<file path="src/shared/plldc_defines.svh">
// register offsets, field positions and reset values of the loop divider block
// assumes an 8-bit register port with 7-bit byte addresses from the control port
// Notes on behaviour
// reference output follows loop enable when enabled
// reference output enable resets to one
// second divider codes give 1, 2, 4
// first divider codes give 5, 4, 3
// third divider 1..63, resets to 32
// software holds loop reset before divider changes
// software writes bias 0x4a, reset 0x4f
// one pre-emphasis level for all lanes
// software writes reserved fields as reset value
// divider changes apply on loop reset release
`ifndef PLLDC_DEFINES_SVH
`define PLLDC_DEFINES_SVH
`define PLLDC_ADDR_REFO     7'h3c
`define PLLDC_ADDR_FBDIV12  7'h3d
`define PLLDC_ADDR_FBDIV3   7'h3e
`define PLLDC_ADDR_BIAS     7'h3f
`define PLLDC_ADDR_PE       7'h48
`define PLLDC_RST_REFO      8'h01
`define PLLDC_RST_FBDIV12   8'h00
`define PLLDC_RST_FBDIV3    8'h20
`define PLLDC_RST_BIAS      8'h4f
`define PLLDC_RST_PE        8'h00
`define PLLDC_REFO_EN_BIT   0
`define PLLDC_SECOND_MSB    3
`define PLLDC_SECOND_LSB    2
`define PLLDC_FIRST_MSB     1
`define PLLDC_FIRST_LSB     0
`define PLLDC_THIRD_MSB     5
`define PLLDC_BIAS_MSB      6
`define PLLDC_PE_MSB        3
`endif

</file>
<file path="src/shared/plldc_pkg.sv">
// types of the loop divider block
// assumes nothing outside
package plldc_pkg;
   typedef enum logic [1:0] {
      PLLDC_RUN     = 2'b00,
      PLLDC_HOLD    = 2'b01,
      PLLDC_RELEASE = 2'b10
   } plldc_state_t;
endpackage

</file>
<file path="src/hdl/plldc_regs.sv">
// register file and divider control for the sampling clock loop
// assumes writes arrive as a one-cycle strobe from the serial control port logic
`include "plldc_defines.svh"
module plldc_regs #(
   parameter int LANES = 8
) (
   // clock and reset
   input  wire logic              i_clk,
   input  wire logic              i_rst_n,
   // register port
   input  wire logic              i_wr_en,
   input  wire logic              i_rd_en,
   input  wire logic [6:0]        i_addr,
   input  wire logic [7:0]        i_wdata,
   output logic      [7:0]        o_rdata,
   output logic                   o_rdata_valid,
   // loop pins and controls
   input  wire logic              i_loop_enable,
   input  wire logic              i_loop_reset_control,
   output logic                   o_ref_clock_out_pins_en,
   output logic                   o_loop_reset,
   output logic                   o_relock_pulse,
   // applied dividers and settings
   output logic      [2:0]        o_second_div_ratio,
   output logic      [2:0]        o_first_div_ratio,
   output logic      [5:0]        o_third_div_ratio,
   output logic      [6:0]        o_oscillator_bias_field,
   output logic      [LANES*4-1:0] o_lane_preemphasis
);

   logic [7:0] refo_ff, fbdiv12_ff, fbdiv3_ff, bias_ff, pe_ff;
   logic [7:0] nxt_rdata;
   plldc_pkg::plldc_state_t state_ff, nxt_state;

   wire sel_refo    = i_addr == `PLLDC_ADDR_REFO;
   wire sel_fbdiv12 = i_addr == `PLLDC_ADDR_FBDIV12;
   wire sel_fbdiv3  = i_addr == `PLLDC_ADDR_FBDIV3;
   wire sel_bias    = i_addr == `PLLDC_ADDR_BIAS;
   wire sel_pe      = i_addr == `PLLDC_ADDR_PE;

   // reserved bits are stored as written; software keeps them at reset value
   // enable bit resets set
   always_ff @(posedge i_clk or negedge i_rst_n) begin
      if (!i_rst_n) begin
         refo_ff    <= `PLLDC_RST_REFO;
         fbdiv12_ff <= `PLLDC_RST_FBDIV12;
         fbdiv3_ff  <= `PLLDC_RST_FBDIV3;
         bias_ff    <= `PLLDC_RST_BIAS;
         pe_ff      <= `PLLDC_RST_PE;
      end else if (i_wr_en) begin
         if (sel_refo)    refo_ff    <= i_wdata;
         if (sel_fbdiv12) fbdiv12_ff <= i_wdata;
         if (sel_fbdiv3)  fbdiv3_ff  <= i_wdata;
         if (sel_bias)    bias_ff    <= i_wdata;
         if (sel_pe)      pe_ff      <= i_wdata;
      end
   end

   assign nxt_rdata = sel_refo    ? refo_ff    :
                      sel_fbdiv12 ? fbdiv12_ff :
                      sel_fbdiv3  ? fbdiv3_ff  :
                      sel_bias    ? bias_ff    :
                      sel_pe      ? pe_ff      : 8'h00;

   always_ff @(posedge i_clk or negedge i_rst_n) begin
      if (!i_rst_n) begin
         o_rdata       <= 8'h00;
         o_rdata_valid <= 1'b0;
      end else begin
         o_rdata_valid <= i_rd_en;
         if (i_rd_en) o_rdata <= nxt_rdata;
      end
   end

   // reference output gating
   wire nxt_ref_en = refo_ff[`PLLDC_REFO_EN_BIT] & i_loop_enable;

   // second divider decode, reserved code holds divide-by-1
   wire [1:0] second_code = fbdiv12_ff[`PLLDC_SECOND_MSB:`PLLDC_SECOND_LSB];
   wire [2:0] second_dec  = (second_code == 2'h1) ? 3'h2 :
                            (second_code == 2'h2) ? 3'h4 : 3'h1;
   // first divider decode, reserved code holds divide-by-5
   wire [1:0] first_code = fbdiv12_ff[`PLLDC_FIRST_MSB:`PLLDC_FIRST_LSB];
   wire [2:0] first_dec  = (first_code == 2'h1) ? 3'h4 :
                           (first_code == 2'h2) ? 3'h3 : 3'h5;
   // zero is unsupported and keeps the previous ratio
   wire [5:0] third_code = fbdiv3_ff[`PLLDC_THIRD_MSB:0];

   // sequencing of loop reset release
   always_comb begin
      nxt_state = state_ff;
      case (state_ff)
         plldc_pkg::PLLDC_RUN: begin
            if (i_loop_reset_control) nxt_state = plldc_pkg::PLLDC_HOLD;
         end
         plldc_pkg::PLLDC_HOLD: begin
            if (!i_loop_reset_control) nxt_state = plldc_pkg::PLLDC_RELEASE;
         end
         // a reset raised in the apply cycle must not be lost, so it re-enters hold
         plldc_pkg::PLLDC_RELEASE: begin
            if (i_loop_reset_control) nxt_state = plldc_pkg::PLLDC_HOLD;
            else                      nxt_state = plldc_pkg::PLLDC_RUN;
         end
         default: begin
            nxt_state = plldc_pkg::PLLDC_RUN;
         end
      endcase
   end

   // dividers load only on release so a half-written set never reaches the loop
   wire load_div = (state_ff == plldc_pkg::PLLDC_RELEASE);

   always_ff @(posedge i_clk or negedge i_rst_n) begin
      if (!i_rst_n) begin
         state_ff                <= plldc_pkg::PLLDC_RUN;
         o_ref_clock_out_pins_en <= 1'b0;
         o_loop_reset            <= 1'b0;
         o_relock_pulse          <= 1'b0;
         o_second_div_ratio      <= 3'h1;
         o_first_div_ratio       <= 3'h5;
         o_third_div_ratio       <= 6'h20;
      end else begin
         state_ff                <= nxt_state;
         o_ref_clock_out_pins_en <= nxt_ref_en;
         o_loop_reset            <= i_loop_reset_control;
         o_relock_pulse          <= load_div;
         if (load_div) begin
            o_second_div_ratio <= second_dec;
            o_first_div_ratio  <= first_dec;
            if (third_code != 6'h00) o_third_div_ratio <= third_code;
         end
      end
   end

   always_ff @(posedge i_clk or negedge i_rst_n) begin
      if (!i_rst_n) o_oscillator_bias_field <= 7'h4f;
      else          o_oscillator_bias_field <= bias_ff[`PLLDC_BIAS_MSB:0];
   end

   // one level fanned to every lane
   genvar g;
   generate
      for (g = 0; g < LANES; g++) begin : g_lane
         always_ff @(posedge i_clk or negedge i_rst_n) begin
            if (!i_rst_n) o_lane_preemphasis[g*4 +: 4] <= 4'h0;
            else          o_lane_preemphasis[g*4 +: 4] <= pe_ff[`PLLDC_PE_MSB:0];
         end
      end
   endgenerate
endmodule

</file>
<file path="config.mk">
export PLATFORM = sky130hd
export DESIGN_NAME = plldc_regs
export DESIGN_NICKNAME = d
export VERILOG_FILES = /design/src/shared/plldc_pkg.sv /design/src/hdl/plldc_regs.sv
export VERILOG_INCLUDE_DIRS = /design/src /design/src/shared
export SDC_FILE = /design/constraint.sdc
export NUM_CORES = 1
export LEC_CHECK = 0
export ABC_AREA = 1
export BUFFER_PORTS_ARGS = -buffer_cell sky130_fd_sc_hd__buf_2
export CAP_MARGIN = 20
export CORE_ASPECT_RATIO = 0.75
export CORE_MARGIN = 5
export CORE_UTILIZATION = 48
export DETAILED_ROUTE_END_ITERATION = 10
export GPL_TIMING_DRIVEN = 0
export HOLD_SLACK_MARGIN = 0.1
export MAX_ROUTING_LAYER = met4
export PLACE_DENSITY = 0.76
export SYNTH_ARGS = -nofsm -noshare
export SYNTH_HDL_FRONTEND = slang
export SYNTH_SLANG_ARGS = --single-unit
</file>
<file path="constraint.sdc">
create_clock -name i_clk -period 1.1 [get_ports i_clk]
set_clock_uncertainty 0.1 [all_clocks]
set_input_delay 0.165 -clock i_clk [delete_from_list [all_inputs] [get_ports i_clk]]
set_output_delay 0.165 -clock i_clk [all_outputs]
set_load 0.02 [all_outputs]
</file>
# After elaboration in Yosys (flattened, before gate mapping)
# Cells that the tools add are included.
# classes
mux	13
n_bitwise	1
eq_ne	13
shifts	0
magnitude_cmp	0
n_reduce_logical	9
div_mod_pow	0
n_addsub	0
multipliers	0
# op_table
op	count
$mux W8	5
$eq A7 B6 Y1 const B	4
$reduce_and A2 Y1	7
$mux W3	4
$eq A7 B7 Y1 const B	1
$eq A2 B1 Y1 const B	3
$eq A2 B2 Y1 const B	3
$pmux W2 S3	1
$reduce_bool A6 Y1	1
$mux W2	2
$ne A2 B2 Y1 const B	2
$logic_not A2 Y1	1
$and A1 B1 Y1	1
$mux W1	1
# word_totals
output_inout_bits	63
romBits	0
register_bits	77
ramBits	0
memories	0
latchBits	0
in_bits	21

# Logic depth before layout (Yosys ltp)
# depth
word_depth	6
ltp_mapped	9
mapped_depth_nobuf	9

# Worst setup path after synthesis
# Ideal clock, no wire load.
# synth_path
kind	input port to flip-flop
startpoint	input i_addr[0]
endpoint	register pe_ff[5]
setup_ps	119
arrival_time_ps	1067
path_stages	8
setup_slack_ps	-185
required_ps	881
n_path_buf	2
cell_sequence	inv_2 -> nand2_1 -> nor2_2 -> and3_1 -> buf_6 -> buf_12 -> nand2_1 -> o21a_1
# synth_between
elab_chain_cells	2
# synth_lines
item	line	text
start: declaration	plldc_regs.sv:13	input wire logic [6:0] i_addr,
$eq A7 B7 Y1 (no source line)	n/a	
$reduce_and A2 Y1 (no source line)	n/a	
end signal: assignment	plldc_regs.sv:49	pe_ff <= `PLLDC_RST_PE;
end signal: assignment	plldc_regs.sv:55	if (sel_pe) pe_ff <= i_wdata;
end: declaration	plldc_regs.sv:31	logic [7:0] refo_ff, fbdiv12_ff, fbdiv3_ff, bias_ff, pe_ff;
# No other way between the ends.
# A chain may end at the register's enable or synchronous reset.

# Worst setup path in the final report
# layout_path
startpoint	register o_lane_preemphasis[30]
endpoint	output o_lane_preemphasis[30]
# layout_rtl
item	line	text
start: declaration	plldc_regs.sv:28	output logic [LANES*4-1:0] o_lane_preemphasis
start signal: indexed assignment	plldc_regs.sv:146	else o_lane_preemphasis[g*4 +: 4] <= pe_ff[`PLLDC_PE_MSB:0];
# No word-level cell between the ends.

==> reports/results.tsv <==
metric	value	unit
Clk pwr share	0.323	
Mapped Avg Cell Area	9.51	um^2
Int Pwr	5670	uW
Critical Path Fanout Max	8	
static leakage	0.00274	uW
WP depth	2	
setup tns final	-11.07	ns
post-synthesis cell type count	29	
Routed WL per cell	16.2	um
Max Freq	0.733	GHz
FF+latch count, synth	77	
Net count, final	543	
max cap viols	0	
TritonCTS clock tree	done	
clock latency on the worst-skew pair	0.35	ns
clk slew on worst S/H paths	0.09	ns
CP Data Required Time	0.83	ns
FFs w/ async S/R, synth	1.00	
Die ar.	9030	um^2
vias in the first global route	3068	
H-tree levels	3	
Reg power frac	0.428	
CP Capture Point	o_lane_preemphasis[30]	
Final WS setup	-0.265	ns
Worst Max-Slew Pin Slew	0.398	ns
Crit path buffers/inverters	2	
combinational power share	0.249	
Port Buf Inserts	83	
reg2reg start	fbdiv3_ff[5]	
Initial Util	0.500	
final period utilization	1.24	
Post-synth EDFFs	0	
Area growth, synth to finish	57.6	%
top post-synthesis cells by area	dfrtp_1, dfstp_2, nand2_1	
CP Class	register to output pin	
Post-DP Area	4150	um^2
drc violations	0	
diode count	0	
prevailing post-synth register cell	dfrtp_1	
crit path DAT	1.10	ns
Most common cell on crit path	buf_6	
Post-DRT Antenna Nets	0	
Rows	26	
largest net degree at the start of global routing	62	
reg-to-reg endpoint	o_third_div_ratio[4]	
Sw Share	0.284	
CORE AREA	6930	um^2
WHS	0.169	ns
post-DP HPWL	5930	um
largest area contributor in the netlist	dfrtp_1	
Synth Cell Area	3460	um^2
Final Slew Violations	0	
gpl congestion	0.846	
Via density	5.06	
Peak supply drop	0.00121	V
R2R depth	5	
sw power	2250	uW
fraction of layout cells with a size suffix above 1	0.505	
crit-path leading delay family	flip-flops	
failing checks	setup timing	
Hold Crit Class	input pin to async pin	
Ys Warns	0	
most frequent cell after synthesis	nand2_1	
Bufs on Longest Clock Path	2	
footprint of the multi-input gates	1350	um^2
crit path max-delay cell type	dfrtp_2	
drt first pass iters	5	
Worst Setup SP	o_lane_preemphasis[30]	
status	complete, but fails checks	
CP max stage delay	0.49	ns
DRT Wirelength	10100	um
RSZ-0062 raised after global routing	true	
Commonest cells post-synth	nand2_1, dfrtp_1, nand3_1	
initial antenna violation count	0	
CTS buffer count	9	
final instance area	5460	um^2
first-pass GRT wire length	15100	um
critical-path cell list	buf_6 > buf_6	
Pwr Density	1450	nW/um^2
total track usage	0.214	
Initial DRC Count	253	
post-synthesis sequential area ratio	0.562	
GRT overflow	0	
# setup viols final	74	
critical path startpoint category	register	
Clock Sinks	77	
Root Driver	clkbuf_8	
Chip Width	108	um
Max transition margin	0.734	
Top Ports	84	
min Tclk post-route	1.36	ns
routed via count	3151	
Synth Net Count	387	
share of the synthesized area in the top cell type	0.441	
post-synthesis instance total	364	
final hold vios	0	
fill count	439	
storage element area	1950	um^2
crit end category	output pin	
FF-to-FF setup slack	-0.18	ns
die span in y	83.6	um
[routing by layer]
metal | global-route usage | vias to the layer above | share of wire
met4 | 0.0275 | 0 | 0.011
met3 | 0.0510 | 17 | 0.063
met5 | - | - | 0
li1 | - | 1475 | -
met2 | 0.360 | 127 | 0.53
met1 | 0.272 | 1532 | 0.40
[power groups by stage]
stage	Sequential, uW	Clock (uW)	Combinational [uW]
after CTS	3360	2560	1760
final	3390	2560	1980
after global placement	3370	0	1280
after detailed placement	3390	0	1330
after global routing	3420	2710	2110
after floorplan	3510	0	692
[registers in the layout (all words and copies together), names as in the netlist, 2 cells and up]
| register | cells |
|---|---|
| bias_ff | 8 |
| fbdiv12_ff | 8 |
| fbdiv3_ff | 8 |
| o_rdata | 8 |
| pe_ff | 8 |
| refo_ff | 8 |
| o_oscillator_bias_field | 7 |
| o_third_div_ratio | 6 |
| o_lane_preemphasis | 4 |
| o_first_div_ratio | 3 |
| o_second_div_ratio | 3 |
| state_ff | 2 |
[cell families after synthesis]
logic type,synth area share
AND/OR/NAND/NOR,0.218
flip-flops,0.562
buffers and inverters,0.117
AO/OA/AOI/OAI,0.0954
adder cells (fa/ha/maj),0.00723
[stage by stage]
stage,total power (uW),instances,setup slack (ns),util
final,7920,623,-0.265,0.788
after global routing,8240,623,-0.311,0.788
after CTS,7670,599,-0.267,0.733
after detailed placement,4720,546,-0.496,0.599
after global placement,4650,545,-0.720,0.594
after floorplan,4200,364,-0.0778,-
[worst min path at each step]
| stage | cells after the start | start | endpoint | slack, ns |
|---|---|---|---|---|
| 5_1_grt | 2 | i_rst_n | o_third_div_ratio[1] | 0.18 |
| 4_1_cts | 2 | i_rst_n | o_third_div_ratio[1] | 0.12 |
| 2_1_floorplan | 0 | i_rst_n | bias_ff[4] | -0.23 |
| 6_report | 2 | i_rst_n | o_third_div_ratio[1] | 0.17 |
| 3_3_place_gp | 1 | i_rd_en | o_rdata_valid | 0.19 |
| 3_5_place_dp | 1 | i_rst_n | o_third_div_ratio[1] | -0.05 |
[cell type report]
cell class,instances,share of cell area
repair buffers,144,0.240
clock buffers,10,0.0234
plain buffers,38,0.0660
flip-flops and latches,77,0.358
inverters,25,0.0234
clock inverters,6,0.0204
multi-input cells,225,0.246
well taps,98,0.0225
[cell usage in the layout (no fill, tap or decap), drive strengths merged]
master and count:
a21boi 1, a21o 1, a21oi 2, and3 1
buf 167, bufinv 3, clkbuf 13, clkinv 2
clkinvlp 1, dfrtp 61, dfstp 16, dlygate4sd3 12
ha 2, inv 25, nand2 95, nand3 42
nand4 1, nor2 22, nor3 1, o21a 8
o21ai 49
[what timing repair did]
action | CTS | global route
pin swaps | 15 | 28
gates cloned | 1 | 0
hold endpoints to repair | 99 | 0
gates resized for setup | 128 | 55
setup endpoints to repair | 108 | 111
setup buffers | 24 | 25
hold buffers | 12 | 0
Power figures use the tool's default switching activity.
